`config.mk`:
```
export PLATFORM = sky130hd
export DESIGN_NAME = gpc_regs
export DESIGN_NICKNAME = d
export VERILOG_FILES = /design/src/gpc_pkg.sv /design/src/gpc_coef_if.sv /design/src/gpc_coef_store.sv /design/src/gpc_regs.sv
export VERILOG_INCLUDE_DIRS = /design/src
export SDC_FILE = /design/constraint.sdc
export NUM_CORES = 1
export LEC_CHECK = 0
export ABC_AREA = 1
export ABC_CLOCK_PERIOD_IN_PS = 1200
export CAP_MARGIN = 10
export CORE_MARGIN = 5
export CORE_UTILIZATION = 45
export CTS_BUF_LIST = sky130_fd_sc_hd__clkbuf_16
export DETAILED_ROUTE_END_ITERATION = 16
export DONT_BUFFER_PORTS = 1
export GPL_ROUTABILITY_DRIVEN = 0
export SYNTH_ARGS = -nofsm -noshare
export SYNTH_HDL_FRONTEND = slang
export SYNTH_SLANG_ARGS = --single-unit
```
`constraint.sdc`:
```
create_clock -name clk_sys -period 1.2 [get_ports clk_sys]
set_input_delay 0.3 -clock clk_sys [delete_from_list [all_inputs] [get_ports clk_sys]]
set_output_delay 0.3 -clock clk_sys [all_outputs]
set_load 0.02 [all_outputs]
```
`src/gpc_defines.svh`:
```
// Offsets, field positions, reset values, pair count and channel codes of the output and calibration registers.
`ifndef GPC_DEFINES_SVH
`define GPC_DEFINES_SVH
`define GPC_ADDR_GPO        3'h5
`define GPC_ADDR_OFFSET     3'h6
`define GPC_ADDR_FULLSCALE  3'h7
`define GPC_GPO_RESET       8'h00
`define GPC_OFFSET_RESET    24'h800000
`define GPC_FULLSCALE_DEF   24'h555550
`define GPC_BIT_RESERVED    7
`define GPC_BIT_BRIDGE      6
`define GPC_BIT_UPPER_EN    5
`define GPC_BIT_LOWER_EN    4
`define GPC_NUM_PAIRS       5
`define GPC_LAST_PAIR       3'h4
`define GPC_PSEUDO_SHARED   4'h4
`define GPC_CHAN_SHORT      4'h9
`endif

```
`src/gpc_pkg.sv`:
```
// Types shared by the register bank and its coefficient store.
package gpc_pkg;
	typedef logic [23:0] gpc_coef_t;
	typedef logic [2:0] gpc_pair_t;
	typedef enum logic [1:0] {GPC_IDLE, GPC_WAIT} gpc_state_t;
endpackage

```
`src/gpc_coef_if.sv`:
```
// Bundle between the register front end and the coefficient store.
`timescale 1ns/1ps
interface gpc_coef_if;
	import gpc_pkg::*;
	logic      wrOffset;
	logic      wrFull;
	gpc_pair_t pair;
	gpc_coef_t wrData;
	gpc_coef_t rdOffset;
	gpc_coef_t rdFull;
	modport front (output wrOffset, wrFull, pair, wrData, input rdOffset, rdFull);
	modport store (input wrOffset, wrFull, pair, wrData, output rdOffset, rdFull);
endinterface

```
`src/gpc_coef_store.sv`:
```
// Five offset and five full-scale coefficient registers, one pair per channel group.
`timescale 1ns/1ps
`include "gpc_defines.svh"
module gpc_coef_store
	import gpc_pkg::*;
(
	input wire logic clk_sys,
	input wire logic reset_n,
	gpc_coef_if.store bus
);
	typedef struct packed {
		gpc_coef_t [`GPC_NUM_PAIRS-1:0] offset;
		gpc_coef_t [`GPC_NUM_PAIRS-1:0] full;
	} gpc_store_t;
	gpc_store_t st;
	gpc_store_t next_st;
	always_comb
	begin
		next_st = st;
		if (bus.wrOffset)
			next_st.offset[bus.pair] = bus.wrData;
		if (bus.wrFull)
			next_st.full[bus.pair] = bus.wrData;
	end
	always_ff @(posedge clk_sys or negedge reset_n)
	begin
		if (!reset_n)
		begin
			// Same constant for every part here; a real part is trimmed per die.
			st.offset <= {`GPC_NUM_PAIRS{`GPC_OFFSET_RESET}};
			st.full <= {`GPC_NUM_PAIRS{`GPC_FULLSCALE_DEF}};
		end
		else
			st <= next_st;
	end
	// Both reads use one index so the pair stays matched.
	assign bus.rdOffset = st.offset[bus.pair];
	assign bus.rdFull = st.full[bus.pair];
endmodule

```
`src/gpc_regs.sv`:
```
// General-purpose output control register and calibration coefficient bank.
//
// Contract
// - Bit six set closes the bridge switch to ground; cleared opens it.
// - Bridge switch keeps its commanded state during converter power-down.
// - Bit five drives outputs three and two; clear tristates them, ignoring data.
// - Bit four drives outputs one and zero; clear tristates them, ignoring data.
// - With the pair enabled, each data bit sets its pin high or low.
// - Reading returns the real pin level for each enabled pin.
// - Reference select set turns pins one and zero into reference inputs.
// - Output control is eight bits, read and write, resets to zero, MSB first.
// - Each offset coefficient is 24 bits, read and write, resets to 0x800000.
// - Five offset registers; pseudo-differential channels beyond four share the fifth.
// - Zero-scale calibration start overwrites the selected offset register.
// - Five 24-bit full-scale registers, mapped to channels like the offsets.
// - Full-scale registers load a factory unity-gain coefficient at power-on.
// - Full-scale calibration start or a host write replaces the register.
// - Offset and matching full-scale register form one pair per channel group.
`timescale 1ns/1ps
`include "gpc_defines.svh"
module gpc_regs
	import gpc_pkg::*;
(
	input  wire logic       clk_sys,
	input  wire logic       reset_n,
	input  wire logic [2:0] registerSelect,
	input  wire logic       regWrite,
	input  wire logic       regRead,
	input  wire logic [23:0] regWriteData,
	output logic      [23:0] regReadData,
	output logic             regReadValid,
	input  wire logic [3:0] channelSelect,
	input  wire logic       pseudoMode,
	input  wire logic       referenceSelect,
	input  wire logic       zeroScaleCal,
	input  wire logic       fullScaleCal,
	input  wire logic [23:0] calResult,
	input  wire logic [3:0] pinLevelIn,
	output logic      [3:0] gpOut,
	output logic      [3:0] gpOutEnable,
	output logic            bridgeSwitchClosed
);
	typedef struct packed {
		logic [7:0]  gpControl;
		logic [23:0] readData;
		logic        readValid;
		logic [3:0]  pinOut;
		logic [3:0]  pinEnable;
		logic        bridge;
	} gpc_front_t;
	gpc_front_t st;
	gpc_front_t next_st;
	gpc_coef_if coef ();

	// Maps a channel code to its calibration pair; used for register access and calibration.
	function automatic gpc_pair_t pairOf(input logic [3:0] chan, input logic pseudo);
		gpc_pair_t p;
		p = 3'h0;
		if (chan == `GPC_CHAN_SHORT)
			p = 3'h0;
		else if (pseudo && chan >= `GPC_PSEUDO_SHARED && chan < 4'h8)
			p = `GPC_LAST_PAIR;
		else
			p = {1'b0, chan[1:0]};
		return p;
	endfunction

	// Readback mask follows the pair enable bits alone, so a pin lent to the reference still
	// reports its level while its pair is enabled.
	function automatic logic [3:0] pairEnMask(input logic [7:0] ctrl);
		return {{2{ctrl[`GPC_BIT_UPPER_EN]}}, {2{ctrl[`GPC_BIT_LOWER_EN]}}};
	endfunction

	gpc_pair_t curPair;
	logic      wrGpo;
	logic      wrOff;
	logic      wrFs;
	assign curPair = pairOf(channelSelect, pseudoMode);
	assign wrGpo = regWrite && registerSelect == `GPC_ADDR_GPO;
	assign wrOff = regWrite && registerSelect == `GPC_ADDR_OFFSET;
	assign wrFs = regWrite && registerSelect == `GPC_ADDR_FULLSCALE;

	// The host interface hands over a write only when every bit has shifted in, so
	// the pins never see a half-written value.
	always_comb
	begin
		coef.pair = curPair;
		coef.wrOffset = wrOff || zeroScaleCal;
		coef.wrFull = wrFs || fullScaleCal;
		coef.wrData = (zeroScaleCal || fullScaleCal) ? calResult : regWriteData;
	end

	logic [3:0] pinEnableNext;
	always_comb
	begin
		next_st = st;
		next_st.readValid = 1'b0;
		if (wrGpo)
			next_st.gpControl = regWriteData[7:0];
		next_st.bridge = next_st.gpControl[`GPC_BIT_BRIDGE];
		pinEnableNext[3] = next_st.gpControl[`GPC_BIT_UPPER_EN];
		pinEnableNext[2] = next_st.gpControl[`GPC_BIT_UPPER_EN];
		pinEnableNext[1] = next_st.gpControl[`GPC_BIT_LOWER_EN] && !referenceSelect;
		pinEnableNext[0] = next_st.gpControl[`GPC_BIT_LOWER_EN] && !referenceSelect;
		next_st.pinEnable = pinEnableNext;
		next_st.pinOut = next_st.gpControl[3:0] & pinEnableNext;
		if (regRead)
		begin
			next_st.readValid = 1'b1;
			case (registerSelect)
				`GPC_ADDR_GPO:
				begin
					next_st.readData = {16'h0000, st.gpControl[7:4],
						(st.gpControl[3:0] & ~pairEnMask(st.gpControl)) |
						(pinLevelIn & pairEnMask(st.gpControl))};
				end
				`GPC_ADDR_OFFSET:
					next_st.readData = coef.rdOffset;
				`GPC_ADDR_FULLSCALE:
					next_st.readData = coef.rdFull;
				default:
					next_st.readData = 24'h000000;
			endcase
		end
	end

	always_ff @(posedge clk_sys or negedge reset_n)
	begin
		if (!reset_n)
		begin
			st.gpControl <= `GPC_GPO_RESET;
			st.readData <= 24'h000000;
			st.readValid <= 1'b0;
			st.pinOut <= 4'h0;
			st.pinEnable <= 4'h0;
			st.bridge <= 1'b0;
		end
		else
			st <= next_st;
	end

	gpc_coef_store u_store (
		.clk_sys (clk_sys),
		.reset_n (reset_n),
		.bus     (coef.store)
	);

	assign regReadData = st.readData;
	assign regReadValid = st.readValid;
	assign gpOut = st.pinOut;
	assign gpOutEnable = st.pinEnable;
	assign bridgeSwitchClosed = st.bridge;
endmodule

```
==> metrics, run 1 <==
Period Utilization, post-route 112%; final hold vios 270; RSZ-0062 raised after global routing true; WP data required 0.90 ns; Post-synth EDFFs 0; Die Y 185 um; minimum clock period after layout 1.34 ns; critical setup path kind register to primary output; die footprint 34,400 um2; I/O Buffers 0; Total Power 0.0271 W; DRC 0; final std cells w/o fill 2,261; Setup-failing EPs final 39; final core utilization between 50% and 60%; most frequent cell after synthesis nand2_1; gr ovfl total 0; Most used DFF post-synth dfrtp_1; final HPWL from detailed placement 26,100 um; WL per Instance ~18 um; Cell Chain, Critical Path buf_6; htree depth 2; syn nets 1,862; outcome finished with violations; CTS tree built; Sum Neg Setup Slack -2.30 ns; HP Class input port to asynchronous set/reset pin; via/cell ratio 5.28; Num Clock Sinks 278; top post-synthesis cells by area dfrtp_1 40%, nand2_1 16%, dfstp_2 10%; layout cells sized above 1 22.0%; Antenna Cells 0; Die X about 190 um; relative slew slack 54.1%; Post-Syn Instances 1,795; Worst path slowest cell dfrtp_1; Vias 11,932; Worst setup EP type primary output; GRT Util Overall 23.1%; failing checks hold timing, setup timing; global-route wire length before repair 63,100 um; pwr/cell area about 1600 nW/um2; final worst slack -0.140 ns; clock root cell clkbuf_16; largest net degree at the start of global routing 279; Cell Area, Synth roughly 14,000 um2; Final #Nets 1,907; max incr delay on CP 0.38 ns; share of the synthesized area in the top cell type 40.3%; Area Growth Syn to Fin 22.2%; Initial Util between 40% and 50%; Avg Cell Area, Syn 7.72 um2; Crit Path Max Fanout 2; YS warnings 0; ys async rst share 100%; Peak VDD IR ~0.96 mV; standard-cell rows 64; number of synthesized register bits 278; Top Family by Delay on Critical Path flip-flops; sequential-to-total area share from yosys stat 50.7%; Post-synth top cells 594 x nand2_1, 228 x inv_1, 223 x dfrtp_1; initial antenna violation count 0; worst endpoint data arrival time 1.04 ns; post-synth cell types 29; Max Root-Sink Buffers 3; Cells after DPL 2,170; Max Slew Vio Count 0; Routed Antenna Nets 0; io pins a little over 100; fmax approximately 750 MHz; vias in the first global route 11,430; total length of routed wires ~40,000 um; clock skew 0.0193 ns; Clock transition at path regs 0.05 ns; final hold slack -0.477 ns; crit start category register; max cap viols 0; 1st-pass router iterations 5; static leakage a little over 8 nW; clk_lat worst skew 0.51 ns; Core Region 30,500 um2; CP bufs+invs 1; Worst-Margin Slew 0.688 ns; Iteration-0 DRC Markers between 1,000 and 1,500; Num CTS Buffers 34; Synth area leader dfrtp_1
[flip-flops by register name (all words and copies together), names as in the netlist]
| name | flops |
|---|---|
| gpOut | 4 |
| gpOutEnable | 1 |
| regReadData | 24 |
| u_store.st | 240 |
| regReadValid | 1 |
| st | 8 |
[cell usage in the layout (no fill, tap or decap), types with 2 or more instances in the layout]
master	count
dfrtp_1	192
a21oi_4	3
buf_6	5
nand2_1	545
buf_4	90
nor2_1	44
inv_2	19
o21ai_2	4
nand3_2	20
nand2_4	3
clkinv_1	7
o21ai_1	85
o21ai_0	130
nand4_1	62
nand3_4	2
inv_1	222
nand2_2	46
o211ai_1	2
and3_1	2
nor3_4	2
mux2_4	5
mux2_2	6
nor4_4	2
dfrtp_2	31
nor2_4	10
a31oi_1	38
dfstp_2	55
clkinv_2	6
buf_12	43
dlygate4sd3_1	10
and2_1	2
a21oi_1	47
clkbuf_16	42
nor2_2	5
nand3_1	65
a21oi_2	5
inv_6	2
[path summary, 6_finish.rpt]
check / start / end / slack [ns] / cells after the start
worst min-delay path: reset_n / u_store.st[31] / -0.48 / 0
worst max register to register: u_store.st[46] / regReadData[22] / -0.06 / 8
worst max-delay path: st[39] / gpOutEnable[2] / -0.14 / 1
worst min register to register: u_store.st[143] / u_store.st[143] / 0.48 / 2
max in group asynchronous: reset_n / regReadData[21] / 1.10 / 0
min in group clk_sys: regWriteData[18] / u_store.st[42] / 0.02 / 2
[final cells by class]
class / instances / area, um2
clock buffers: 35 / 876
fillers: 2755 / 13600
well taps: 396 / 495
multi-input cells: 1139 / 5630
repair buffers: 155 / 1870
flip-flops and latches: 278 / 7060
inverters: 232 / 891
clock inverters: 26 / 110
[routing by layer]
| metal | share of wire, % | vias up | global-route usage (%) | wire, um |
|---|---|---|---|---|
| met1 | 48 | 5720 | 35.8 | 19600 |
| met4 | 1.3 | 0 | 4.52 | 516 |
| met5 | 0 | - | 0 | 0 |
| met3 | 8.0 | 46 | 4.67 | 3280 |
| met2 | 43 | 399 | 33.8 | 17800 |
| li1 | - | 5767 | - | - |
[power by group]
| group | switching, W | internal [W] | total (W) | leakage [nW] |
|---|---|---|---|---|
| logic | 0.00312 | 0.00223 | 0.00535 | 4.26 |
| registers | 0.000962 | 0.0116 | 0.0125 | 3.27 |
| clock network | 0.00392 | 0.00526 | 0.00918 | 0.534 |
| total | 0.00800 | 0.0191 | 0.0271 | 8.07 |
[timing repair]
item,4_1_cts,5_1_grt
setup endpoints to repair,40,80
hold buffers,9,2
hold endpoints to repair,314,303
gates cloned,0,7
pin swaps,13,56
buffers inserted,1,11
resized for setup,42,66
[cells by family after synthesis]
kind of cell | share of synthesized area (%)
buffers and inverters | 11.8
AOI/OAI and AO/OA | 11.9
and+or+nand+nor | 24.6
muxes | 0.966
DFF | 50.7
[metrics by stage]
stage / worst slack [ns] / area (um2)
2_1_floorplan: -0.199 / 14400
4_1_cts: -0.157 / 16400
5_1_grt: -0.167 / 16900
6_report: -0.140 / 16900
3_5_place_dp: -0.455 / 15300
3_3_place_gp: -0.428 / 15300
Note: power is estimated with default switching activity, not from simulation.
==> inputs of run 2 (changes only) <==
--- a/config.mk
+++ b/config.mk
@@ -6,8 +6,7 @@
 export SDC_FILE = /design/constraint.sdc
 export NUM_CORES = 1
 export LEC_CHECK = 0
-export ABC_AREA = 1
-export ABC_CLOCK_PERIOD_IN_PS = 1200
+export ABC_CLOCK_PERIOD_IN_PS = 1100
 export CAP_MARGIN = 10
 export CORE_MARGIN = 5
 export CORE_UTILIZATION = 45
==> constraint.sdc (replaced) <==
create_clock -name clk_sys -period 1.1 [get_ports clk_sys]
set_input_delay 0.275 -clock clk_sys [delete_from_list [all_inputs] [get_ports clk_sys]]
set_output_delay 0.275 -clock clk_sys [all_outputs]
set_load 0.02 [all_outputs]
==> metrics, run 2 <==
worst reg2reg endpoint regReadData[3]; outcome finished with violations; share of the synthesized area in the top cell type a little over two fifths; CP bufs+invs 1; most frequent cell after synthesis nand2_1; layout cells sized above 1 26.2%; ys async rst share 100%; Post-synth EDFFs 0; total length of routed wires between 30,000 and 40,000 um; die footprint roughly 32,000 um2; 1st-pass router iterations 4; standard-cell rows 61; final hold slack -0.560 ns; commonest non-fill, non-tap cells in the layout 237 x nand2_1, 208 x dfrtp_1, 126 x o21ai_1, 99 x nor2_1, 93 x a21oi_1; mux cell area share after synthesis slightly below 8%; GRT Util Overall 22.4%; Worst setup EP type primary output; max incr delay on CP 0.44 ns; failing checks hold timing, setup timing; Core Region 27,900 um2; Top Family by Delay on Critical Path flip-flops; WL per Instance 19.6 um; pwr/cell area 1830 nW/um2; Place WS -0.559 ns; Cells after DPL 1,698; combinational family with the most area after synthesis compound AO/OA/AOI/OAI gates; max cap viols 0; post-synth cell types 48; Peak VDD IR about 1.1 mV; WP data required 0.82 ns; Antenna Cells 0; YS warnings 0; syn nets 1,392; Area Growth Syn to Fin 27.4%; Avg Cell Area, Syn 9.63 um2; critical setup path kind register to primary output; clk_lat worst skew 0.55 ns; via/cell ratio 5.50; Setup-failing EPs final 46; Clock transition at path regs 0.06 ns; initial antenna violation count 0; relative slew slack 52.7%; Max Root-Sink Buffers 3; htree depth 1; max reg flops 240; Crit Path Max Fanout 2; Final #Nets 1,466; CTS Hold Bufs 26; Post-synth top cells 239 x nand2_1, 223 x dfrtp_1, 166 x o21ai_0; reg2reg start st[39]; Worst-Margin Slew 0.710 ns; Die X 178 um; RSZ-0062 raised after global routing true; Synth Area in Compound Gates 16.6%; Most used DFF post-synth dfrtp_1; top post-synthesis cells by area dfrtp_1 44%, dfstp_2 11%, mux2i_1 7.1%; Cell Area, Synth approximately 13,000 um2; flop2flop setup slack -0.27 ns; Cell Chain, Critical Path buf_6; Die Y approximately 180 um; Post-Syn Instances 1,325; sequential-to-total area share from yosys stat 55.1%; Max Slew Vio Count 0; worst r2r path cells 6; Reg with most FFs u_store.st; vias in the first global route a little under 10,000; adder-cell share of the synthesized area 0%; I/O Buffers 0; gr ovfl total 0; Routed Antenna Nets 0; final HPWL from detailed placement approximately 22,000 um; fmax 708 MHz; Vias 9,897; final hold vios 278; clock root cell clkbuf_16; final std cells w/o fill 1,801; CTS tree built; number of synthesized register bits 278; Worst path slowest cell dfrtp_2; Iteration-0 DRC Markers 779; io pins 101; Period Utilization, post-route 128%; crit start category register; HP Class input port to asynchronous set/reset pin; commonest non-fill, non-tap cell in the layout nand2_1; final worst slack -0.312 ns; worst endpoint data arrival time 1.14 ns; minimum clock period after layout between 1 and 1.5 ns; clock skew ~0.013 ns; Num CTS Buffers 30; Total Power 0.0298 W; Synth Area in Simple Gates 14.8%; Initial Util a little under half; DRC 0; static leakage a little over 7 nW; Synth area leader dfrtp_1; global-route wire length before repair 56,000 um; Num Clock Sinks around 280; Synth Area in XOR/XNOR 0%; largest net degree at the start of global routing ~280
run 2: metal layers:
| layer | part of all wire, % | up-vias | global-route usage [%] |
|---|---|---|---|
| met3 | 5.1 | 59 | 2.76 |
| met5 | 0 | - | 0 |
| li1 | - | 4748 | - |
| met2 | 47 | 286 | 36.3 |
| met4 | 2.2 | 0 | 5.31 |
| met1 | 46 | 4804 | 32.3 |
run 2: metrics by stage:
step	TNS, ns	hold slack, ns	util (%)	cell area, um2
3_5_place_dp	-105.31	-0.00786	51.8	14400
6_report	-9.64	-0.560	58.3	16300
4_1_cts	-10.51	-0.594	57.4	16000
2_1_floorplan	-83.46	-0.0206	-	13400
5_1_grt	-12.11	-0.592	58.3	16300
3_3_place_gp	-102.58	-0.00685	51.8	14400
run 2: cell families after synthesis:
kind of cell | Yosys count
buffers and inverters | 132
and+or+nand+nor | 446
AOI/OAI and AO/OA | 370
DFF | 278
muxes | 99
run 2: timing repair:
action / 4_1_cts / 5_1_grt
buffers inserted: 12 / 10
pin swaps: 38 / 49
endpoints found under the setup margin: 54 / 87
endpoints found under the hold margin: 332 / 278
gates resized for setup: 66 / 65
gates cloned: 0 / 1
run 2: power by group:
part           leakage (nW)  switching [W]  internal [W]
logic                  3.32        0.00267       0.00272
registers              3.27        0.00126        0.0125
clock network         0.512        0.00414       0.00648
total                  7.10        0.00806        0.0217
run 2: cell type report:
type / instances / area, um2
Clock buffer: 31 / 776
Clock inverter: 25 / 267
Fill cell: 2372 / 11600
Inverter: 2 / 7.51
Multi-Input combinational cell: 915 / 5670
Sequential cell: 278 / 7040
Tap cell: 378 / 473
Timing Repair Buffer: 172 / 2010
run 2: worst max-delay path by stage:
stage / from / end / slack, ns / depth (start not counted)
finish: regReadData[23] / regReadData[23] / -0.31 / 1
global route: regReadData[23] / regReadData[23] / -0.34 / 1
CTS: regReadData[23] / regReadData[23] / -0.34 / 1
detailed placement: channelSelect[2] / regReadData[1] / -0.56 / 6
global placement: channelSelect[3] / regReadData[5] / -0.54 / 7
floorplan: registerSelect[0] / u_store.st[184] / -0.48 / 8
